--- config.mk ---
export PLATFORM = sky130hd
export DESIGN_NAME = supply_supervisor
export DESIGN_NICKNAME = d
export VERILOG_FILES = /design/src/verilog/supervisor_pkg.sv /design/src/verilog/kick_watchdog.sv /design/src/verilog/supply_supervisor.sv
export VERILOG_INCLUDE_DIRS = /design/src /design/src/verilog
export SDC_FILE = /design/constraint.sdc
export NUM_CORES = 1
export LEC_CHECK = 0
export BUFFER_PORTS_ARGS = -buffer_cell sky130_fd_sc_hd__buf_2
export CORE_MARGIN = 2
export CORE_UTILIZATION = 45
export DETAILED_ROUTE_END_ITERATION = 6
export GPL_ROUTABILITY_DRIVEN = 0
export SETUP_SLACK_MARGIN = 0.02
export SLEW_MARGIN = 10
export SYNTH_ARGS = -nofsm -noshare
export SYNTH_HDL_FRONTEND = slang
export SYNTH_SLANG_ARGS = --single-unit
--- constraint.sdc ---
create_clock -name SYS_CLK -period 2.4 [get_ports SYS_CLK]
set_input_delay 0.48 -clock SYS_CLK [delete_from_list [all_inputs] [get_ports SYS_CLK]]
set_output_delay 0.48 -clock SYS_CLK [all_outputs]
set_load 0.05 [all_outputs]
--- src/verilog/supervisor_cfg.svh ---
// timing constants and reset values for the supply supervisor
`ifndef SUPERVISOR_CFG_SVH
`define SUPERVISOR_CFG_SVH

// clock rate in kHz (8 ns period)
`define CLK_KHZ 125000
// reset pulse, nominal and least, in ms
`define RST_PULSE_MS 200
`define RST_MIN_MS 140
// watchdog timeout in ms
`define WDOG_TIMEOUT_MS 1600
// derived cycle counts
`define RST_PULSE_CYCLES (`RST_PULSE_MS * `CLK_KHZ)
`define RST_MIN_CYCLES (`RST_MIN_MS * `CLK_KHZ)
`define WDOG_TIMEOUT_CYCLES (`WDOG_TIMEOUT_MS * `CLK_KHZ)
// pin sense vector width
`define PIN_COUNT 5
// output values while RESET_N is low
`define RESET_OUT_N_INIT 1'b0
`define PFAIL_OUT_INIT 1'b0
`define WDOG_OUT_INIT 1'b0

`endif

--- src/verilog/supervisor_pkg.sv ---
// types shared by the supply supervisor files
package supervisor_pkg;

	// synchronised pin levels, one bit each
	typedef struct packed {
		logic manual_reset_n;
		logic supply_low;
		logic power_fail_sense_in;
		logic kick_input;
		logic kick_float;
	} pin_sense_t;

	// reset pulse sequencer
	typedef enum logic [1:0] {
		ST_IDLE    = 2'b00,
		ST_HOLD    = 2'b01,
		ST_STRETCH = 2'b10
	} rst_state_t;

endpackage

--- src/verilog/kick_watchdog.sv ---
// watchdog timer cleared by edges on the kick input
`timescale 1ns/1ns
`default_nettype none
module kick_watchdog #(
	parameter int unsigned TIMEOUT_CYCLES = 200000000
) (
	input  wire logic clk,
	input  wire logic rst_n,
	input  wire logic kick,
	input  wire logic kick_float,
	input  wire logic sys_rst,
	output var  logic timed_out
);
	import supervisor_pkg::*;

	localparam int unsigned CW = $clog2(TIMEOUT_CYCLES);
	localparam logic [CW-1:0] LAST = CW'(TIMEOUT_CYCLES - 1);

	if (TIMEOUT_CYCLES < 2) begin : g_chk
		$error("watchdog timeout must be at least two cycles");
	end

	logic          kick_prev_q;
	logic [CW-1:0] cnt_q;
	logic          timed_out_q;
	logic          edge_seen;
	logic          clear;

	assign edge_seen = kick ^ kick_prev_q;
	// a floating pin gives no edges worth counting
	assign clear = sys_rst | kick_float | (edge_seen & ~kick_float);
	assign timed_out = timed_out_q;

	always_ff @(posedge clk) begin
		if (!rst_n) begin
			kick_prev_q <= 1'b0;
		end else begin
			kick_prev_q <= kick;
		end
	end

	// counts only once reset is gone and the pin is driven
	always_ff @(posedge clk) begin
		if (!rst_n || clear) begin
			cnt_q <= '0;
		end else if (cnt_q != LAST) begin
			cnt_q <= cnt_q + 1'b1;
		end
	end

	// held until a clearing event, timer saturates meanwhile
	always_ff @(posedge clk) begin
		if (!rst_n || clear) begin
			timed_out_q <= 1'b0;
		end else if (cnt_q == LAST) begin
			timed_out_q <= 1'b1;
		end
	end
endmodule
`default_nettype wire

--- src/verilog/supply_supervisor.sv ---
// supply supervisor: reset pulse, watchdog and power-fail flag
`include "supervisor_cfg.svh"
`timescale 1ns/1ns
`default_nettype none
module supply_supervisor #(
	parameter int unsigned PULSE_CYCLES   = `RST_PULSE_CYCLES,
	parameter int unsigned MIN_CYCLES     = `RST_MIN_CYCLES,
	parameter int unsigned TIMEOUT_CYCLES = `WDOG_TIMEOUT_CYCLES
) (
	input  wire logic                     SYS_CLK,
	input  wire logic                     RESET_N,
	input  wire supervisor_pkg::pin_sense_t PIN_SENSE,
	output var  logic                     RESET_OUT_N,
	output var  logic                     RESET_OUT,
	output var  logic                     POWER_FAIL_FLAG_OUT,
	output var  logic                     TIMEOUT_FLAG_OUT
);
	import supervisor_pkg::*;

	// ******************************
	// elaboration checks
	// ******************************
	localparam int unsigned PW = $clog2(PULSE_CYCLES);
	localparam logic [PW-1:0] PULSE_LAST = PW'(PULSE_CYCLES - 1);

	if (PULSE_CYCLES < 2) begin : g_chk_pulse
		$error("reset pulse must be at least two cycles");
	end
	if (MIN_CYCLES > PULSE_CYCLES || MIN_CYCLES < 1) begin : g_chk_min
		$error("least pulse must be between one and the nominal pulse");
	end
	// the watchdog needs room to count before it trips
	if (TIMEOUT_CYCLES < 2) begin : g_chk_timeout
		$error("watchdog timeout must be at least two cycles");
	end

	// ******************************
	// pin synchronisers
	// ******************************
	logic [`PIN_COUNT-1:0] sync1_q;
	logic [`PIN_COUNT-1:0] sync2_q;
	pin_sense_t            pins;

	// first stage feeds only the second stage
	for (genvar i = 0; i < `PIN_COUNT; i++) begin : g_sync
		always_ff @(posedge SYS_CLK) begin
			if (!RESET_N) begin
				sync1_q[i] <= 1'b0;
				sync2_q[i] <= 1'b0;
			end else begin
				sync1_q[i] <= PIN_SENSE[i];
				sync2_q[i] <= sync1_q[i];
			end
		end
	end

	assign pins = pin_sense_t'(sync2_q);

	logic mr_low;
	logic uv;
	logic trigger;

	// manual reset is active low
	assign mr_low  = ~pins.manual_reset_n;
	assign uv      = pins.supply_low;
	assign trigger = uv | mr_low;

	// ******************************
	// reset pulse sequencer
	// ******************************
	rst_state_t    state_q;
	rst_state_t    state_d;
	logic [PW-1:0] cnt_q;
	logic [PW-1:0] cnt_d;

	// any trigger keeps the sequencer in hold, and the full
	// pulse restarts on its release; this also covers a
	// brownout in mid-pulse with margin over the least time
	always_comb begin
		state_d = state_q;
		cnt_d   = cnt_q;
		case (state_q)
			ST_IDLE: begin
				if (trigger) begin
					state_d = ST_HOLD;
				end
			end
			ST_HOLD: begin
				if (!trigger) begin
					state_d = ST_STRETCH;
					cnt_d   = PULSE_LAST;
				end
			end
			ST_STRETCH: begin
				if (trigger) begin
					state_d = ST_HOLD;
				end else if (cnt_q == '0) begin
					state_d = ST_IDLE;
				end else begin
					cnt_d = cnt_q - 1'b1;
				end
			end
			default: begin
				state_d = ST_HOLD;
			end
		endcase
	end

	// power-up behaves like a trigger that has just gone away
	always_ff @(posedge SYS_CLK) begin
		if (!RESET_N) begin
			state_q <= ST_HOLD;
		end else begin
			state_q <= state_d;
		end
	end

	always_ff @(posedge SYS_CLK) begin
		if (!RESET_N) begin
			cnt_q <= '0;
		end else begin
			cnt_q <= cnt_d;
		end
	end

	// both polarities from the same next state, so they
	// never disagree even for one cycle
	always_ff @(posedge SYS_CLK) begin
		if (!RESET_N) begin
			RESET_OUT_N <= `RESET_OUT_N_INIT;
			RESET_OUT   <= ~`RESET_OUT_N_INIT;
		end else begin
			RESET_OUT_N <= (state_d == ST_IDLE);
			RESET_OUT   <= (state_d != ST_IDLE);
		end
	end

	// ******************************
	// watchdog
	// ******************************
	logic wd_timeout;

	// timeout stays out of the sequencer; only an external
	// loop to the manual reset pin turns it into a reset
	kick_watchdog #(
		.TIMEOUT_CYCLES (TIMEOUT_CYCLES)
	) u_watchdog (
		.clk        (SYS_CLK),
		.rst_n      (RESET_N),
		.kick       (pins.kick_input),
		.kick_float (pins.kick_float),
		.sys_rst    (~RESET_OUT_N),
		.timed_out  (wd_timeout)
	);

	// no minimum low time on this flag
	always_ff @(posedge SYS_CLK) begin
		if (!RESET_N) begin
			TIMEOUT_FLAG_OUT <= `WDOG_OUT_INIT;
		end else begin
			TIMEOUT_FLAG_OUT <= ~(wd_timeout | uv);
		end
	end

	// ******************************
	// power-fail flag
	// ******************************
	always_ff @(posedge SYS_CLK) begin
		if (!RESET_N) begin
			POWER_FAIL_FLAG_OUT <= `PFAIL_OUT_INIT;
		end else begin
			POWER_FAIL_FLAG_OUT <= pins.power_fail_sense_in;
		end
	end

	// ******************************
	// check helpers
	// ******************************
	localparam int unsigned QW = $clog2(PULSE_CYCLES + 2);
	localparam int unsigned UW = $clog2(MIN_CYCLES + 1);

	logic [QW-1:0] quiet_q;
	logic [UW-1:0] since_uv_q;

	// edges since any trigger was last seen; saturates so a
	// long idle spell cannot wrap back into the pulse window
	always_ff @(posedge SYS_CLK) begin
		if (!RESET_N) begin
			quiet_q <= '0;
		end else if (trigger) begin
			quiet_q <= '0;
		end else if (quiet_q != QW'(PULSE_CYCLES + 1)) begin
			quiet_q <= quiet_q + 1'b1;
		end
	end

	// edges since undervoltage was last seen, for the brownout case
	always_ff @(posedge SYS_CLK) begin
		if (!RESET_N) begin
			since_uv_q <= '0;
		end else if (uv) begin
			since_uv_q <= '0;
		end else if (since_uv_q != UW'(MIN_CYCLES)) begin
			since_uv_q <= since_uv_q + 1'b1;
		end
	end
endmodule
`default_nettype wire

Word level (Yosys, flattened, before mapping)
Index checks and enable logic that the tools add are counted.
{"block": "op_classes", "add_sub_neg": 2, "eq_ne": 7, "mux": 9, "bitwise": 10, "n_reduce_logical": 8}
{"operator": "2-to-1 mux 25 bit", "n": 3}
{"operator": "case mux 25 bit (2 select lines)", "n": 1}
{"operator": "adder 28 x 1 -> 28 bit (second input constant)", "n": 1}
{"operator": "equality test 28 bit (second input constant)", "n": 1}
{"operator": "inequality test 28 bit (second input constant)", "n": 1}
{"operator": "zero test 25 bit", "n": 1}
{"operator": "subtractor 25 x 1 -> 25 bit (second input constant)", "n": 1}
{"operator": "2-to-1 mux 2 bit", "n": 4}
{"operator": "inequality test 2 bit (second input constant)", "n": 3}
{"operator": "case mux 2 bit (3 select lines)", "n": 1}
{"operator": "zero test 2 bit", "n": 2}
{"operator": "inverter 1 bit", "n": 4}
{"operator": "OR 1 bit", "n": 4}
{"operator": "AND reduction 4 bit", "n": 1}
{"operator": "nonzero test 2 bit", "n": 2}
{"operator": "equality test 2 x 1 -> 1 bit (second input constant)", "n": 1}
{"operator": "equality test 2 bit (second input constant)", "n": 1}
{"operator": "AND 1 bit", "n": 1}
{"operator": "zero test 1 bit", "n": 1}
{"operator": "logical OR 1 bit", "n": 1}
{"operator": "bitwise XOR 1 bit", "n": 1}
{"block": "word_totals", "register_bits": 71, "in_bits": 7, "output_inout_bits": 4, "word_cells": 55}

Longest topological paths before layout
{"block": "depth", "ltp_word": 5, "ltp_mapped": 8, "mapped_depth_nobuf": 7}

By module
From an unflattened synthesis, not the netlist that was laid out.
{"block": "hier_totals", "hier_cells": 361, "area_unflattened_um2": 3295.7}
{"module": "supply_supervisor", "n_inst": 1, "cells_per_inst": 197, "area_per_inst_um2": 1826.8, "seq_area_each_um2": 820.8}
{"module": "kick_watchdog", "n_inst": 1, "cells_per_inst": 164, "area_per_inst_um2": 1468.9, "seq_area_each_um2": 600.6}

Least setup slack after synthesis
No wires, ideal clock.
{"block": "synth_path", "path_kind": "flip-flop to flip-flop", "from": "register cnt_q[0]", "to": "register cnt_q[12]", "setup_ps": 123, "t_arrival_ps": 1960, "required_ps": 2277, "path_slack_ps": 316, "path_stages_with_launch": 9, "path_buffers": 1, "period_less_slack_ps": 2084, "cell_sequence": "dfxtp_1 -> inv_1 -> ha_1 -> nor3b_1 -> nand4_1 -> o21a_1 -> buf_2 -> a311oi_1 -> nor3_1"}
{"block": "synth_between", "elab_chain_len": 4, "word_cells_on_any_way": 7, "cone_classes": "1 x add/sub; 1 x eq/ne; 3 x mux; 2 x reduce/logical"}
{"item": "from (decl)", "line_no": "supply_supervisor.sv:73", "text": "logic [PW-1:0] cnt_q;"}
{"item": "from (signal assigned)", "line_no": "supply_supervisor.sv:122", "text": "cnt_q <= cnt_d;"}
{"item": "subtractor 25 x 1 -> 25 bit", "line_no": "supply_supervisor.sv:100", "text": "cnt_d = cnt_q - 1'b1;"}
{"item": "2-to-1 mux 25 bit", "line_no": "supply_supervisor.sv:97", "text": "end else if (cnt_q == '0) begin"}
{"item": "2-to-1 mux 25 bit", "line_no": "supply_supervisor.sv:95", "text": "if (trigger) begin"}
{"item": "case mux 25 bit (2 select lines)", "line_no": "supply_supervisor.sv:82", "text": "case (state_q)"}
Parallel ways exist; a longest one is shown, timed or not. The select of a mux whose other input is x is not followed.
A chain may end at the register's enable or synchronous reset.

Worst setup path after layout
{"block": "layout_path", "from": "register cnt_q[4]", "to": "register cnt_q[16]"}
The elaborated chain is that of the path after synthesis.

==> results.py <==
metrics = {
    "outcome": {
        "status": "finished clean",
    },
    "global_routing": {
        "grt_pass1_vias": 2456,
        "grtUsageMet1_pct": 29.48,
        "busiest_layer": "met1",
        "grt_pass1_wl_um": 11610,
        "track_usage_pct": 19.03,
        "gr-usage-met2_pct": 25.70,
        "grt_start_max_net_pins": 18,
        "antenna_found_initial": 0,
        "grt_util_met3_pct": 4.478,
        "gr-total-overflow": 0,
    },
    "cts": {
        "postCtsHoldBufs": 0,
        "ctsRootBufferMaster": "clkbuf_8",
        "clk_path_buf_depth": 2,
        "path_clk_slew_ns": 0.07,
        "cts_num_sinks": 71,
        "htree_levels": 3,
        "cts_buffers": 9,
        "clk_latency_ns": 0.34,
        "cts_tree": "yes",
    },
    "floorplanning": {
        "rows": 30,
        "die_h_um": 88.29,
        "start_util_pct": 46.79,
        "boundaryPins": 11,
        "die_x_um": 88.29,
        "die-area_sq_um": 7794,
        "core_area_sq_um": 6832,
    },
    "setup_path": {
        "r2r_setup_slack_ns": 0.29,
        "end_kind": "flip-flop",
        "cp_max_fo": 7,
        "crit_path_max_incr_delay_ns": 0.55,
        "worstSetupPathType": "flip-flop to flip-flop",
        "crit_slowest_cell": "nor4_1",
        "cp_cell_sequence": "nor4_1 -> and4_1 -> nand4_2 -> or4_1 -> a31oi_1",
        "arrival_ns": 2.38,
        "cp-start-kind": "flip-flop",
        "worstPathRequired_ns": 2.67,
    },
    "pwr": {
        "p_int_mw": 1.714,
        "pwr-share-clk_pct": 37.9,
        "p_seq_share_pct": 53.4,
        "power_density_nw_per_um2": 638.8,
        "ir_worst_vdd_v": 0.0003579,
        "sw_frac_of_total_pct": 25.68,
        "power.static_leakage_nw": 1.227,
        "switching_power_mw": 0.5924,
        "p_comb_share_pct": 8.7,
    },
    "logic_synthesis": {
        "synth-compound-area-share_pct": 14.72,
        "synthMuxAreaShare_pct": 0.3131,
        "synth.avg_cell_area_sq_um": 8.980,
        "ys_ff_latch": 71,
        "yosysSeqAreaShare_pct": 44.46,
        "syn_inst": 356,
        "synth_fa_ha_area_share_pct": 0.7828,
        "synth-simple-area-share_pct": 32.68,
        "synth.net_count": 365,
        "ys_warn_count": 0,
        "ys_types": 49,
        "synth_top_family_by_area": "simple AND/OR/NAND/NOR gates",
        "synthesis.area_sq_um": 3197,
        "synth_xor_area_share_pct": 5.479,
    },
    "layout": {
        "final_util_pct": 52.86,
        "layout-area-overhead-vs-synth_pct": 12.95,
        "final_common_cell": "dfxtp_1",
        "drive_gt1_share_pct": 13.77,
        "final_cell_mix": "dfxtp_1 (71), nor2_1 (33), o21ai_0 (22)",
        "stdcell_area_sq_um": 3611,
        "nets": 389,
        "diodes": 0,
        "num-fill-cells": 648,
    },
    "timing": {
        "fin_ws_ns": 0.2893,
        "drv_slew": 0,
        "min_period_ns": 2.111,
        "final.period_utilization_pct": 87.94,
        "hold_viol": 0,
        "fmaxAchievable_mhz": 473.8,
        "setup_viol": 0,
        "rsz0062_at_grt": "false",
        "fin_tns_setup_ns": 0,
        "worst_slew_pin_slew_ns": 0.5808,
        "skew_ns": 0.005842,
        "slew_headroom_pct": 60.92,
    },
    "detailed_routing": {
        "postRouteAntennaNets": 0,
        "viasPerCell": 5.582,
        "wl_per_cell_um": 13.92,
        "vias": 2685,
        "drc": 0,
        "firstDrtPassIters": 4,
        "routed_wl_um": 6694,
        "drtIter0Drc": 108,
    },
    "placed_design": {
        "dpl.hpwl_um": 4758,
        "port_buffers": 10,
        "place_ws_ns": 0.1839,
        "placed_area_sq_um": 3422,
    },
    "run": {
        "cap_violations": 0,
    },
    "worst_hold_path": {
        "hold_path_class": "primary input to flip-flop",
    },
}
==> metal layers <==
layer | share of wire, % | wire [um]
met1 | 55 | 3678
met2 | 41 | 2727
met3 | 3.2 | 215
met4 | 1.1 | 73
met5 | 0 | 0
==> flip-flops by register name, indices dropped and copies added, names as in the netlist <==
name / count
u_watchdog.cnt_q: 28
cnt_q: 25
sync1_q: 5
pins: 4
state_q: 2
POWER_FAIL_FLAG_OUT: 1
RESET_OUT: 1
RESET_OUT_N: 1
TIMEOUT_FLAG_OUT: 1
u_watchdog.kick_prev_q: 1
u_watchdog.timed_out: 1
uv: 1
==> synth_stat cells, drive strengths merged <==
library cell	number	area, sq um
or4bb	1	15.01
o41ai	1	8.760
o21a	2	15.01
or4	11	90.08
o2111ai	2	17.52
nand2	17	63.81
or3b	1	8.760
and2	13	81.33
nor4	11	83.83
nand3	18	90.09
or4b	1	10.01
inv	3	11.26
ha	2	25.02
o211a	1	10.01
nor4bb	2	20.02
nor2	33	123.9
xor2	17	148.9
clkinv	1	3.750
o21ai	22	110.1
dfxtp	71	1421
nor3b	1	7.510
xnor2	3	26.28
a211oi	5	37.54
nor4b	1	8.760
clkbuf	8	30.03
or2	2	12.51
nand4	12	81.33
o211ai	6	58.81
nand3b	2	15.01
or3	18	113.9
nor2b	1	6.260
a311oi	6	52.55
buf	1	5.000
nand2b	5	31.28
o31a	1	8.760
mux2i	1	10.01
and3	6	37.54
a31oi	5	31.28
o31ai	4	30.03
and4	6	52.55
a21oi	18	90.09
nor3	14	91.34
==> per-stage QoR <==
step | instances | total power [mW] | hold WS (ns)
detailed placement | 465 | 1.459 | 0.4185
CTS | 481 | 2.333 | 0.3276
finish | 481 | 2.307 | 0.3393
floorplan | 356 | 1.397 | 0.4021
global route | 481 | 2.408 | 0.3308
global placement | 465 | 1.457 | 0.4141
==> layout make-up <==
class	count	area [sq um]	area share [%]
clock buffer	11	151.4	4.193
clock inverter	5	32.53	0.9009
inverter	4	15.01	0.4158
multi-input combinational	272	1730	47.92
sequential	71	1421	39.36
tap	96	120.1	3.326
timing repair buffer	22	140.1	3.881
==> power groups by stage <==
stage | Combinational (mW) | Clock [mW] | Sequential [mW]
global route | 0.225 | 0.946 | 1.24
CTS | 0.201 | 0.900 | 1.23
global placement | 0.199 | 0 | 1.26
floorplan | 0.137 | 0 | 1.26
detailed placement | 0.200 | 0 | 1.26
finish | 0.201 | 0.874 | 1.23
==> final timing paths <==
path,start,end,cells past startpoint
setup / recovery,cnt_q[4]$_SDFFE_PN0P_,cnt_q[16]$_SDFFE_PN0P_,5
hold reg to reg,sync1_q[1]$_SDFF_PN0_,pins[1]$_SDFF_PN0_,1
hold / removal,PIN_SENSE[2],sync1_q[2]$_SDFF_PN0_,2
setup reg to reg,cnt_q[4]$_SDFFE_PN0P_,cnt_q[16]$_SDFFE_PN0P_,5
==> what timing repair did <==
item | 4_1_cts | 5_1_grt
setup endpoints to repair | 0 | 6
buffers inserted | 0 | 0
gates resized for setup | 0 | 1
==> worst max-delay path: cells and delay by family, from the launching register on <==
kind	cells	cell delay, ns
compound gates	1	0.17
flops	1	0.35
simple gates	4	1.51
==> cell families after synthesis <==
family,after synthesis
XOR/XNOR,20
AND/OR/NAND/NOR,176
multiplexers,1
adder cells (fa/ha/maj),2
buffers and inverters,13
AO/OA/AOI/OAI,73
flip-flops,71
No activity file was read; power rests on OpenSTA's default activity.
